`src/rtl/pfsw_pkg.sv`:
```
// Package: register map, field layout and timing for the flash self-write path
//
// Contract
// RQ1: Table address is page byte above effective address
// RQ2: Low-word table access reaches bits 15..0
// RQ3: High-word table access reaches bits 23..16
// RQ4: Erase one page or program double word
// RQ5: Processor stalled until operation finishes
// RQ6: Start bit 15 launches, hardware clears it
// RQ7: Program only at every other word address; the device programs at any address it is given
// RQ8: Key 0x55 then 0xAA required before start
// RQ9: Two no-operations follow setting start bit
// RQ10: Erase page before reprogramming its words; the device programs without checking for an erase
// RQ11: Operation address is high byte over low word
// RQ12: Start bit set only, hardware clears it
// RQ13: Write-enable bit 14 gates all operations
// RQ14: Code 0001 programs; reserved codes do nothing
// RQ15: Key register write-only, reads zero
// RQ16: Address registers read/write, high upper byte zero
// RQ17: Error flag bit 13 set on bad sequence
// RQ18: Code 0011 erases one page
// RQ19: Select and enable frozen while busy
package pfsw_pkg;

  // ----------------------------------------------------------------------
  // Device register selectors on the core-side port
  // ----------------------------------------------------------------------
  localparam logic [1:0] REG_CONTROL   = 2'h0;
  localparam logic [1:0] REG_ADDR_HIGH = 2'h1;
  localparam logic [1:0] REG_ADDR_LOW  = 2'h2;
  localparam logic [1:0] REG_KEY       = 2'h3;

  // ----------------------------------------------------------------------
  // Control register fields
  // ----------------------------------------------------------------------
  localparam int START_BIT     = 15;
  localparam int WRITE_EN_BIT  = 14;
  localparam int ERR_BIT       = 13;
  localparam int IDLE_SBY_BIT  = 12;
  localparam int OP_LSB        = 0;
  localparam int OP_W          = 4;
  localparam logic [3:0]  OP_PROGRAM_DW = 4'h1;
  localparam logic [3:0]  OP_ERASE_PAGE = 4'h3;
  localparam logic [15:0] CONTROL_RESET = 16'h0000;

  localparam logic [7:0] KEY_FIRST  = 8'h55;
  localparam logic [7:0] KEY_SECOND = 8'hAA;

  // ----------------------------------------------------------------------
  // Self-timed operation lengths, in aclk cycles
  // ----------------------------------------------------------------------
  localparam int          CLK_MHZ       = 40;
  localparam int          ERASE_TIME_US = 20;
  localparam int          PROG_TIME_US  = 5;
  localparam logic [15:0] ERASE_CYCLES  = 16'(ERASE_TIME_US * CLK_MHZ);
  localparam logic [15:0] PROG_CYCLES   = 16'(PROG_TIME_US * CLK_MHZ);

  // ----------------------------------------------------------------------
  // AXI4-Lite map of the controller (byte addresses)
  // ----------------------------------------------------------------------
  localparam logic [7:0] AX_CMD     = 8'h00; // [15:0] control image write
  localparam logic [7:0] AX_ADDR    = 8'h04; // [23:0] operation address
  localparam logic [7:0] AX_STATUS  = 8'h08; // [0] busy [1] error
  localparam logic [7:0] AX_IRQ_ST  = 8'h0C; // [0] done [1] error, W1C
  localparam logic [7:0] AX_IRQ_MSK = 8'h10;
  localparam logic [7:0] AX_TBL     = 8'h14; // [23:16] page [15:0] offset
  localparam logic [7:0] AX_TBL_DAT = 8'h18; // [23:0] table data
  localparam logic [7:0] AX_TBL_GO  = 8'h1C; // [0] write [1] high word

  localparam int IRQ_DONE = 0;
  localparam int IRQ_ERR  = 1;

  localparam logic [1:0] RESP_OKAY   = 2'h0;
  localparam logic [1:0] RESP_SLVERR = 2'h2;

  typedef enum logic [1:0] {
    DEV_IDLE = 2'b00,
    DEV_RUN  = 2'b01
  } pfsw_dev_state_t;

endpackage : pfsw_pkg

```
`src/rtl/pfsw_if.sv`:
```
// Interface: register and table port between core-side controller and device
`timescale 1ns/100ps
interface pfsw_if;
  logic        reg_we;
  logic [1:0]  reg_sel;
  logic [15:0] reg_wdata;
  logic [15:0] reg_rdata;
  logic        tbl_req;
  logic        tbl_write;
  logic        tbl_high;
  logic [7:0]  tbl_page;
  logic [15:0] tbl_eff_addr;
  logic [15:0] tbl_wdata;
  logic [15:0] tbl_rdata;
  logic [23:0] tbl_addr;
  logic        stall;

  modport device (
    input  reg_we, reg_sel, reg_wdata, tbl_req, tbl_write, tbl_high,
           tbl_page, tbl_eff_addr, tbl_wdata,
    output reg_rdata, tbl_rdata, tbl_addr, stall
  );
  modport host (
    output reg_we, reg_sel, reg_wdata, tbl_req, tbl_write, tbl_high,
           tbl_page, tbl_eff_addr, tbl_wdata,
    input  reg_rdata, tbl_rdata, tbl_addr, stall
  );
endinterface : pfsw_if

```
`src/rtl/pfsw_host.sv`:
```
// Core-side controller: AXI4-Lite registers driving the device port
//
// Implementation choices: the AXI4-Lite interface to the registers and the register addresses.
`timescale 1ns/100ps
module pfsw_host (
  // Clock and reset
  input  wire logic   aclk,
  input  wire logic   aresetn,
  // AXI4-Lite slave
  input  wire logic        awvalid,
  output logic             awready,
  input  wire logic [7:0]  awaddr,
  input  wire logic        wvalid,
  output logic             wready,
  input  wire logic [31:0] wdata,
  input  wire logic [3:0]  wstrb,
  output logic             bvalid,
  input  wire logic        bready,
  output logic [1:0]       bresp,
  input  wire logic        arvalid,
  output logic             arready,
  input  wire logic [7:0]  araddr,
  output logic             rvalid,
  input  wire logic        rready,
  output logic [31:0]      rdata,
  output logic [1:0]       rresp,
  // Interrupt
  output logic             irq,
  // Device port
  pfsw_if.host             dev
);

  typedef enum logic [2:0] {
    H_IDLE = 3'b000,
    H_AH   = 3'b001,
    H_AL   = 3'b010,
    H_K1   = 3'b011,
    H_K2   = 3'b100,
    H_GO   = 3'b101,
    H_NOP  = 3'b110,
    H_WAIT = 3'b111
  } pfsw_host_state_t;

  typedef struct packed {
    pfsw_host_state_t st;
    logic        aw_ok;
    logic [7:0]  aw_a;
    logic        w_ok;
    logic [31:0] w_d;
    logic        bv;
    logic [1:0]  br;
    logic        rv;
    logic [31:0] rd;
    logic [1:0]  rr;
    logic [15:0] cmd;
    logic [23:0] addr;
    logic [23:0] tbl;
    logic [23:0] tdat;
    logic [1:0]  irq_st;
    logic [1:0]  irq_msk;
    logic [1:0]  nops;
  } pfsw_host_s_t;

  pfsw_host_s_t s_reg, s_next;
  logic do_wr;
  logic [1:0] ev;

  assign do_wr = s_reg.aw_ok && s_reg.w_ok && !s_reg.bv;

  // --------------------------------------------------------------------
  // Bus slave and command sequencer
  // --------------------------------------------------------------------
  always_comb begin
    s_next = s_reg;
    ev = 2'b00;
    dev.reg_we = 1'b0;
    dev.reg_sel = pfsw_pkg::REG_CONTROL;
    dev.reg_wdata = 16'h0000;
    dev.tbl_req = 1'b0;
    dev.tbl_write = 1'b0;
    dev.tbl_high = 1'b0;
    if (awvalid && !s_reg.aw_ok) begin
      s_next.aw_ok = 1'b1;
      s_next.aw_a = awaddr;
    end
    if (wvalid && !s_reg.w_ok) begin
      s_next.w_ok = 1'b1;
      s_next.w_d = wdata;
    end
    if (s_reg.bv && bready) s_next.bv = 1'b0;
    if (s_reg.rv && rready) s_next.rv = 1'b0;
    if (do_wr) begin
      s_next.aw_ok = 1'b0;
      s_next.w_ok = 1'b0;
      s_next.bv = 1'b1;
      s_next.br = pfsw_pkg::RESP_OKAY;
      unique case (s_reg.aw_a)
        pfsw_pkg::AX_CMD: begin
          if (s_reg.st == H_IDLE) begin
            s_next.cmd = s_reg.w_d[15:0];
            s_next.st = H_AH;
          end else s_next.br = pfsw_pkg::RESP_SLVERR;
        end
        pfsw_pkg::AX_ADDR:    s_next.addr = s_reg.w_d[23:0];
        pfsw_pkg::AX_IRQ_ST:  s_next.irq_st = s_reg.irq_st & ~s_reg.w_d[1:0];
        pfsw_pkg::AX_IRQ_MSK: s_next.irq_msk = s_reg.w_d[1:0];
        pfsw_pkg::AX_TBL:     s_next.tbl = s_reg.w_d[23:0];
        pfsw_pkg::AX_TBL_DAT: s_next.tdat = s_reg.w_d[23:0];
        pfsw_pkg::AX_TBL_GO: begin
          dev.tbl_req = 1'b1;
          dev.tbl_write = s_reg.w_d[0];
          dev.tbl_high = s_reg.w_d[1];
        end
        default: s_next.br = pfsw_pkg::RESP_SLVERR;
      endcase
    end
    if (arvalid && !s_reg.rv) begin
      s_next.rv = 1'b1;
      s_next.rr = pfsw_pkg::RESP_OKAY;
      unique case (araddr)
        pfsw_pkg::AX_CMD:     s_next.rd = {16'h0000, s_reg.cmd};
        pfsw_pkg::AX_ADDR:    s_next.rd = {8'h00, s_reg.addr};
        pfsw_pkg::AX_STATUS:  s_next.rd = {30'h0,
          dev.reg_rdata[pfsw_pkg::ERR_BIT] && s_reg.st == H_IDLE,
          s_reg.st != H_IDLE};
        pfsw_pkg::AX_IRQ_ST:  s_next.rd = {30'h0, s_reg.irq_st};
        pfsw_pkg::AX_IRQ_MSK: s_next.rd = {30'h0, s_reg.irq_msk};
        pfsw_pkg::AX_TBL:     s_next.rd = {8'h00, s_reg.tbl};
        pfsw_pkg::AX_TBL_DAT: s_next.rd = {16'h0000, dev.tbl_rdata};
        default: begin
          s_next.rd = 32'h0000_0000;
          s_next.rr = pfsw_pkg::RESP_SLVERR;
        end
      endcase
    end
    // Address, key pair, start, then two idle cycles before polling
    unique case (s_reg.st)
      H_IDLE: ;
      H_AH: begin
        dev.reg_we = 1'b1;
        dev.reg_sel = pfsw_pkg::REG_ADDR_HIGH;
        dev.reg_wdata = {8'h00, s_reg.addr[23:16]}; // RQ11
        s_next.st = H_AL;
      end
      H_AL: begin
        dev.reg_we = 1'b1;
        dev.reg_sel = pfsw_pkg::REG_ADDR_LOW;
        dev.reg_wdata = s_reg.addr[15:0];
        s_next.st = H_K1;
      end
      H_K1: begin
        dev.reg_we = 1'b1;
        dev.reg_sel = pfsw_pkg::REG_CONTROL;
        dev.reg_wdata = s_reg.cmd & 16'h7FFF;
        s_next.st = H_K2;
      end
      H_K2: begin
        dev.reg_we = 1'b1;
        dev.reg_sel = pfsw_pkg::REG_KEY;
        dev.reg_wdata = {8'h00, s_reg.nops[0] ? pfsw_pkg::KEY_SECOND
                                              : pfsw_pkg::KEY_FIRST}; // RQ8
        s_next.nops = s_reg.nops + 2'd1;
        if (s_reg.nops[0]) begin
          s_next.st = H_GO;
          s_next.nops = 2'd0;
        end
      end
      H_GO: begin
        dev.reg_we = 1'b1;
        dev.reg_sel = pfsw_pkg::REG_CONTROL;
        dev.reg_wdata = s_reg.cmd;
        s_next.st = s_reg.cmd[pfsw_pkg::START_BIT] ? H_NOP : H_IDLE;
      end
      H_NOP: begin
        s_next.nops = s_reg.nops + 2'd1; // RQ9
        if (s_reg.nops == 2'd1) begin
          s_next.st = H_WAIT;
          s_next.nops = 2'd0;
        end
      end
      H_WAIT: begin
        if (!dev.stall) begin // RQ5
          s_next.st = H_IDLE;
          ev[pfsw_pkg::IRQ_DONE] = 1'b1;
          ev[pfsw_pkg::IRQ_ERR] = dev.reg_rdata[pfsw_pkg::ERR_BIT]; // RQ17
        end
      end
    endcase
    s_next.irq_st = s_next.irq_st | ev;
  end

  always_ff @(posedge aclk) begin
    if (!aresetn) begin
      s_reg <= '0;
      s_reg.st <= H_IDLE;
    end else begin
      s_reg <= s_next;
    end
  end

  assign dev.tbl_page  = s_reg.tbl[23:16]; // RQ1
  assign dev.tbl_eff_addr = s_reg.tbl[15:0];
  assign dev.tbl_wdata = dev.tbl_high ? {8'h00, s_reg.tdat[23:16]}
                                      : s_reg.tdat[15:0];
  assign awready = !s_reg.aw_ok;
  assign wready  = !s_reg.w_ok;
  assign bvalid  = s_reg.bv;
  assign bresp   = s_reg.br;
  assign arready = !s_reg.rv;
  assign rvalid  = s_reg.rv;
  assign rdata   = s_reg.rd;
  assign rresp   = s_reg.rr;
  assign irq     = |(s_reg.irq_st & s_reg.irq_msk);

endmodule : pfsw_host

```
`src/flat_wrapper.sv`:
```
// flat-port wrapper written by rule: the top's interface ports become plain ports
module pfsw_host_flat 
  (aclk, aresetn, awvalid, awready, awaddr, wvalid, wready, wdata, wstrb, bvalid, bready, bresp, arvalid, arready, araddr, rvalid, rready, rdata, rresp, irq, dev_reg_we, dev_reg_sel, dev_reg_wdata, dev_tbl_req, dev_tbl_write, dev_tbl_high, dev_tbl_page, dev_tbl_eff_addr, dev_tbl_wdata, dev_reg_rdata, dev_tbl_rdata, dev_tbl_addr, dev_stall);
  pfsw_if dev_i ();
  input  wire logic aclk;
  input  wire logic aresetn;
  input  wire logic awvalid;
  output logic awready;
  input  wire logic [7:0] awaddr;
  input  wire logic wvalid;
  output logic wready;
  input  wire logic [31:0] wdata;
  input  wire logic [3:0] wstrb;
  output logic bvalid;
  input  wire logic bready;
  output logic [1:0] bresp;
  input  wire logic arvalid;
  output logic arready;
  input  wire logic [7:0] araddr;
  output logic rvalid;
  input  wire logic rready;
  output logic [31:0] rdata;
  output logic [1:0] rresp;
  output logic irq;
  output wire logic [$bits(dev_i.reg_we)-1:0] dev_reg_we;
  output wire logic [$bits(dev_i.reg_sel)-1:0] dev_reg_sel;
  output wire logic [$bits(dev_i.reg_wdata)-1:0] dev_reg_wdata;
  output wire logic [$bits(dev_i.tbl_req)-1:0] dev_tbl_req;
  output wire logic [$bits(dev_i.tbl_write)-1:0] dev_tbl_write;
  output wire logic [$bits(dev_i.tbl_high)-1:0] dev_tbl_high;
  output wire logic [$bits(dev_i.tbl_page)-1:0] dev_tbl_page;
  output wire logic [$bits(dev_i.tbl_eff_addr)-1:0] dev_tbl_eff_addr;
  output wire logic [$bits(dev_i.tbl_wdata)-1:0] dev_tbl_wdata;
  input wire logic [$bits(dev_i.reg_rdata)-1:0] dev_reg_rdata;
  input wire logic [$bits(dev_i.tbl_rdata)-1:0] dev_tbl_rdata;
  input wire logic [$bits(dev_i.tbl_addr)-1:0] dev_tbl_addr;
  input wire logic [$bits(dev_i.stall)-1:0] dev_stall;
  assign dev_reg_we = dev_i.reg_we;
  assign dev_reg_sel = dev_i.reg_sel;
  assign dev_reg_wdata = dev_i.reg_wdata;
  assign dev_tbl_req = dev_i.tbl_req;
  assign dev_tbl_write = dev_i.tbl_write;
  assign dev_tbl_high = dev_i.tbl_high;
  assign dev_tbl_page = dev_i.tbl_page;
  assign dev_tbl_eff_addr = dev_i.tbl_eff_addr;
  assign dev_tbl_wdata = dev_i.tbl_wdata;
  assign dev_i.reg_rdata = dev_reg_rdata;
  assign dev_i.tbl_rdata = dev_tbl_rdata;
  assign dev_i.tbl_addr = dev_tbl_addr;
  assign dev_i.stall = dev_stall;
  pfsw_host u_core (.aclk(aclk), .aresetn(aresetn), .awvalid(awvalid), .awready(awready), .awaddr(awaddr), .wvalid(wvalid), .wready(wready), .wdata(wdata), .wstrb(wstrb), .bvalid(bvalid), .bready(bready), .bresp(bresp), .arvalid(arvalid), .arready(arready), .araddr(araddr), .rvalid(rvalid), .rready(rready), .rdata(rdata), .rresp(rresp), .irq(irq), .dev(dev_i));
endmodule
```
`config.mk`:
```
export PLATFORM = sky130hd
export DESIGN_NAME = pfsw_host_flat
export DESIGN_NICKNAME = d
export VERILOG_FILES = /design/src/rtl/pfsw_pkg.sv /design/src/rtl/pfsw_if.sv /design/src/rtl/pfsw_host.sv /design/src/flat_wrapper.sv
export SDC_FILE = /design/constraint.sdc
export NUM_CORES = 1
export LEC_CHECK = 0
export ABC_AREA = 1
export ABC_CLOCK_PERIOD_IN_PS = 2860
export BUFFER_PORTS_ARGS = -buffer_cell sky130_fd_sc_hd__clkbuf_2
export CELL_PAD_IN_SITES_DETAIL_PLACEMENT = 0
export CELL_PAD_IN_SITES_GLOBAL_PLACEMENT = 1
export CORE_ASPECT_RATIO = 0.6
export CORE_UTILIZATION = 30
export CTS_BUF_LIST = sky130_fd_sc_hd__clkbuf_4
export CTS_CLUSTER_SIZE = 8
export DETAILED_ROUTE_END_ITERATION = 16
export HOLD_SLACK_MARGIN = 0.12
export PLACE_DENSITY_LB_ADDON = 0.1
export SLEW_MARGIN = 5
export SYNTH_ARGS = -nofsm -noshare
export SYNTH_HDL_FRONTEND = slang
export SYNTH_SLANG_ARGS = --single-unit
export TNS_END_PERCENT = 20
```
`constraint.sdc`:
```
create_clock -name aclk -period 2.86 [get_ports aclk]
set_clock_uncertainty 0.1 [all_clocks]
set_input_delay 0.286 -clock aclk [delete_from_list [all_inputs] [get_ports aclk]]
set_output_delay 0.286 -clock aclk [all_outputs]
set_load 0.02 [all_outputs]
```
==> results of run 1 <==
==> timing repair <==
| item | CTS | global route |
|---|---|---|
| hold buffers | 82 | 0 |
| buffers inserted | 0 | 2 |
| hold endpoints to repair | 66 | 0 |
| gates resized for setup | 0 | 5 |
| endpoints found under the setup margin | 0 | 15 |
==> where the power goes <==
group,internal [mW],switching [mW],total (mW)
Combinational,0.164,0.314,0.478
Sequential,2.27,0.0290,2.30
Clock,0.714,0.858,1.57
Total,3.15,1.20,4.35
==> per-stage QoR <==
step                hold slack [ns]  std cells
global route                 0.1522       1526
finish                       0.1893       1526
global placement             0.3199       1409
floorplan                    0.3090       1004
CTS                          0.1481       1523
detailed placement           0.3176       1409
==> layout by cell type, fill, tap and decap left out, types with 10 or more instances in the layout <==
master | synthesis | final
inv_1 | 88 | 86
dlygate4sd3_1 | 0 | 82
nand3_1 | 73 | 73
dfxtp_1 | 159 | 159
nand4_1 | 13 | 13
conb_1 | 1 | 10
o21ai_1 | 16 | 18
nand2_1 | 142 | 142
buf_4 | 64 | 17
clkbuf_2 | 0 | 158
o21ai_0 | 58 | 56
a21oi_1 | 81 | 81
a211oi_2 | 72 | 72
nor2_1 | 118 | 117
clkbuf_4 | 0 | 20
==> cells by family (layout without fill, tap and decap cells) <==
| kind of cell | Yosys count | after routing | synth area share |
|---|---|---|---|
| buf+inv | 217 | 386 | 0.1563 |
| flops | 159 | 159 | 0.4033 |
| compound gates | 242 | 242 | 0.2272 |
| simple gates | 376 | 376 | 0.2127 |
| other cells | 1 | 11 | 0.0004751 |
==> metal layers <==
metal | wire (um) | part of all wire
met3 | 918 | 0.036
met4 | 197 | 0.0077
met2 | 11600 | 0.45
met5 | 0 | 0
met1 | 13030 | 0.51
==> layout make-up <==
cell class	count	area, um2	area share
Antenna cell	1	2.502	0.0002606
Clock buffer	20	150.1	0.01564
Clock inverter	12	167.7	0.01746
Inverter	95	362.8	0.03779
Multi-Input combinational cell	628	3517	0.3663
Sequential cell	159	3183	0.3315
Tap cell	352	440.4	0.04586
Timing Repair Buffer	259	1779	0.1853
==> worst min-delay path: cells and delay by family <==
kind                   cells  cell delay [ns]
AOI/OAI and AO/OA          1             0.25
buffers and inverters      2             0.31
==> how the worst max path moves through the flow <==
stage	from	endpoint	cells past startpoint
2_1_floorplan	u_core.bvalid	dev_tbl_wdata[7]	9
3_3_place_gp	u_core.rvalid	u_core.rresp[1]	6
3_5_place_dp	u_core.rvalid	u_core.rresp[1]	6
4_1_cts	u_core.s_reg[175]	dev_reg_wdata[6]	8
5_1_grt	u_core.s_reg[176]	dev_reg_wdata[14]	6
6_report	u_core.s_reg[176]	dev_reg_wdata[5]	6
==> key figures, run 1 <==
Worst setup path
  – Arr. time, crit path: 2.30 ns
  – WP data required: 2.47 ns
  – Critical path class: reg2out
  – Critical path's most frequent cell: inv_1
  – Reg2Reg Capture Point: u_core.s_reg[5]
  – Worst Reg2Reg Path Length in Cells: 6
  – Critical Path Sink Type: output pin
  – Worst path buffer plus inverter count: 3
  – CP cell instances: inv_1, nand3_1, nand2_1, inv_1, o211ai_1, clkbuf_2
  – Reg2Reg Setup Slack: 0.47 ns
  – Crit path max-delay family: buffers and inverters
  – Slowest cell on crit path: o211ai_1
  – Worst r2r src: u_core.s_reg[174]
  – Critical path's largest stage delay: 0.39 ns
  – Maximum fanout along the worst path: 13
  – CP Launch Type: flop

Synth
  – FF+latch count, synth: 159
  – Synth area leader: dfxtp_1
  – Syn Inst Count: 995
  – Mapped Avg Cell Area: 7.932 um2
  – Post-synth top cells: dfxtp_1 (159), nand2_1 (142), nor2_1 (118), inv_1 (88), a21oi_1 (81)
  – Synth area leaders: dfxtp_1 (40%), a211oi_2 (11%), nand2_1 (6.8%), buf_4 (6.1%), nor2_1 (5.6%)
  – Total number of yosys warnings: 0
  – Top-count cell post-synth: dfxtp_1
  – Post-Syn Area: 7893 um2
  – Post-synth EDFFs: 0
  – Sequential fraction of the synthesis area: 0.4033
  – Asr flop ratio synth: 0
  – Cell variety after synth: 36
  – Post-synth top area share: 0.4033
  – Ys flop type: dfxtp_1

Timing
  – Fin crit share: 0.9380
  – Final hold vios: 0
  – Endpoints failing setup: 0
  – Slew margin rel.: 0.5524
  – Max Fclk: 0.3728 GHz
  – Sum Neg Setup Slack: 0 ns
  – Fin worst setup slack: 0.1774 ns
  – RSZ-0062 raised after global routing: yes
  – Worst slew pin tran: 0.6714 ns
  – Minimum clock period: 2.683 ns
  – Final Max Tran Viols: 0

Job
  – Maxcap violations: 0

Placement
  – Hpwl dp: 18.26 mm
  – Area of placed instances: 8441 um2
  – Placer congestion estimate: 0.8186
  – Setup WS pre-CTS: 0.7340 ns
  – Port bufs: 158

Worst hold path
  – Hold path endpoint: u_core.dev.tbl_eff_addr[1]
  – Worst hold start: aresetn
  – Hold Path Stages: 3
  – Worst Hold Class: in2reg

Global routing
  – Met3 Use GR: 0.04105
  – Pin count of the biggest net entering global routing: 58
  – First-pass GRT wire length: 39.67 mm
  – Met2 GRT Util: 0.3048
  – Antenna violations before repair: 1
  – GR Util All Layers: 0.1951
  – Total grt overflow: 0
  – Vias in the first global route: 6905
  – Global route hottest layer: met2
  – Met1 usage: 0.2728

Detailed routing
  – DR WL/cell: 16.87 um
  – Via count: 7021
  – Iteration-0 DRC Markers: 322
  – Routed Wire Length: 25.74 mm
  – DR pass1 iterations: 5
  – # DRC: 0
  – Post-route ant nets: 0
  – Via-per-instance ratio: 4.601

Pwr
  – Max VDD drop: 239.8 uV
  – Pwr/cell area: 452.7 nW/um2
  – Tot Pwr: 4.347 mW
  – Leak pwr: 3.855 nW

Finish
  – Share of post-route cells with drive strength above 1: 0.2694
  – Fin area: 9603 um2
  – Nets: 1276
  – Area Growth Syn to Fin: 21.67%
  – Max reg flops: 107
  – Filler instances: 2826
  – Fin util: 0.3757

Die
  – Area of the core: 25560 um2
  – Die Wd: 211.4 um
  – Initial Util: 0.3088
  – Die area: 26980 um2
  – IO Count: 220
  – Vert. Die Dim: 127.6 um
  – Placement Rows: 45

Clock tree
  – Sink Count: 159
  – Root buf cell: clkbuf_4
  – TritonCTS buffer count: 17
  – CTS tree: built
  – H-tree Lvls: 4
  – CTS clock-pin slew for the worst setup and hold paths: 0.14 ns
  – Clock Tree Buf Depth: 2
  – Worst-Skew Late Latency: 0.61 ns

Status
  – Run status: complete, no violations
Power figures use the tool's default switching activity.
==> run 2: changes to the inputs <==
Settings changed: ABC_CLOCK_PERIOD_IN_PS 2860 to 3400.
Clock period 2.86 ns to 3.4 ns, I/O delays scaled along.
==> run 2 against run 1 <==
Routed wire length shrank 1.1%. Non-clock buffer count shrank 9. Via count is essentially flat. Final area shrank 1.5%. Sequential power shrank 16%. Critical path depth grew 2. Critical path type unchanged.
==> key figures, run 2 (synthesis results as in run 1) <==
Timing
  – Final Max Tran Viols: 0
  – Fin crit share: 0.9442
  – Final hold vios: 0
  – Worst slew pin tran: 0.8162 ns
  – Endpoints failing setup: 0
  – Worst Hold Margin: 0.1906 ns
  – RSZ-0062 raised after global routing: no
  – Slew margin rel.: 0.4553
  – Minimum clock period: 3.210 ns
  – Max Fclk: 0.3115 GHz
  – Sum Neg Setup Slack: 0 ns

Clock tree
  – TritonCTS buffer count: 17
  – CTS tree: built
  – H-tree Lvls: 4
  – Clock Tree Buf Depth: 2
  – Root buf cell: clkbuf_4
  – Worst-Skew Late Latency: 0.60 ns
  – CTS clock-pin slew for the worst setup and hold paths: 0.14 ns
  – Post-CTS setup buffers: 0
  – Sink Count: 159

Finish
  – Leading cell types in the layout, fill and taps excluded: dfxtp_1 (159), clkbuf_2 (158), nand2_1 (142)
  – Multi-input logic area: 3515 um2
  – Max reg flops: 107
  – Filler instances: 2832
  – Share of post-route cells with drive strength above 1: 0.2637
  – Register area: 3183 um2
  – Most common cell after layout, fill and taps aside: dfxtp_1
  – Fin area: 9455 um2
  – Nets: 1267
  – Fin util: 0.3699
  – Area Growth Syn to Fin: 19.80%

Global routing
  – Total grt overflow: 0
  – GR Util All Layers: 0.1945
  – Vias in the first global route: 6858
  – Antenna violations before repair: 1
  – Pin count of the biggest net entering global routing: 58
  – First-pass GRT wire length: 39.54 mm

Pwr
  – Tot Pwr: 3.500 mW
  – Max VDD drop: 238.3 uV
  – Pwr/cell area: 370.1 nW/um2
  – Leak pwr: 3.772 nW

Worst setup path
  – Worst r2r src: u_core.rvalid
  – Reg2Reg Capture Point: u_core.rdata[9]
  – WP data required: 2.96 ns
  – Reg2Reg Setup Slack: 0.83 ns
  – Maximum fanout along the worst path: 8
  – Worst Reg2Reg Path Length in Cells: 7
  – CP Launch Type: flop
  – Critical Path Sink Type: output pin
  – Critical path class: reg2out
  – Arr. time, crit path: 2.77 ns

Worst hold path
  – Worst Hold Class: in2reg
  – Hold path endpoint: u_core.rresp[1]
  – Worst hold start: araddr[1]
  – Hold Path Stages: 5

Job
  – Maxcap violations: 0

Detailed routing
  – Post-route ant nets: 0
  – Via count: 7027
  – DR WL/cell: 16.78 um
  – Routed Wire Length: 25.45 mm
  – Via-per-instance ratio: 4.632
  – Iteration-0 DRC Markers: 343
  – # DRC: 0
  – DR pass1 iterations: 4

Die
  – Die Wd: 211.4 um
  – Placement Rows: 45
  – IO Count: 220
  – Initial Util: 0.3088
  – Vert. Die Dim: 127.6 um
  – Die area: 26980 um2
  – Area of the core: 25560 um2

Placement
  – Area of placed instances: 8421 um2
  – Placer congestion estimate: 0.7815
  – Port bufs: 158
  – Hpwl dp: 18.24 mm

Status
  – Run status: complete, no violations
-- run 2: cell count changes in the layout (fill, tap and decap cells not counted), moves of 2 or more --
cell and delta:
clkinv_1 +4, buf_4 -2, bufinv_16 -2, inv_6 +2, clkinv_2 -2, clkbuf_4 -3
o21ai_1 -2, dlygate4sd3_1 -6, clkinv_4 +2, o21ai_0 +2
-- run 2: final cells by class --
class	instances	area share
clock buffers	17	0.01350
flip-flops and latches	159	0.3366
multi-input cells	628	0.3717
well taps	352	0.04658
clock inverters	15	0.01522
inverters	95	0.03798
repair buffers	250	0.1781
diodes	1	0.0002647
-- run 2: worst max-delay path by stage --
stage | depth (start not counted) | from | to
2_1_floorplan | 9 | u_core.bvalid | dev_tbl_wdata[7]
3_3_place_gp | 8 | u_core.s_reg[175] | dev_reg_wdata[6]
3_5_place_dp | 8 | u_core.s_reg[175] | dev_reg_wdata[6]
4_1_cts | 8 | u_core.s_reg[175] | dev_reg_wdata[6]
5_1_grt | 8 | u_core.s_reg[175] | dev_reg_wdata[6]
6_report | 8 | u_core.s_reg[175] | dev_reg_wdata[6]
-- run 2: through the flow --
| step | cells | worst slack (ns) |
|---|---|---|
| floorplan | 1004 | 1.580 |
| detailed placement | 1408 | 0.9641 |
| CTS | 1516 | 0.2326 |
| global placement | 1408 | 0.9894 |
| finish | 1517 | 0.1898 |
| global route | 1517 | 0.04149 |
-- run 2: power breakdown --
part	total [mW]	switching [mW]	internal, mW
registers	1.93	0.0250	1.91
logic	0.395	0.262	0.133
clock network	1.17	0.741	0.430
-- run 2: critical path, stage by stage (launching register included) --
cell      delay [ns]
dfxtp_1         0.36
inv_1           0.21
nand2_1         0.11
nor2_1          0.35
inv_1           0.22
o21ai_0         0.42
a21oi_1         0.07
o21ai_0         0.19
clkbuf_2        0.25
-- run 2: per-layer routing --
layer,global-route usage,part of all wire
met5,0,0
met1,0.2677,0.50
met4,0.05541,0.013
met2,0.3048,0.45
met3,0.04228,0.038
-- run 2: timing repair --
item / 4_1_cts / 5_1_grt
gates resized for setup: 0 / 0
endpoints found under the hold margin: 64 / 0
hold buffers: 76 / 0
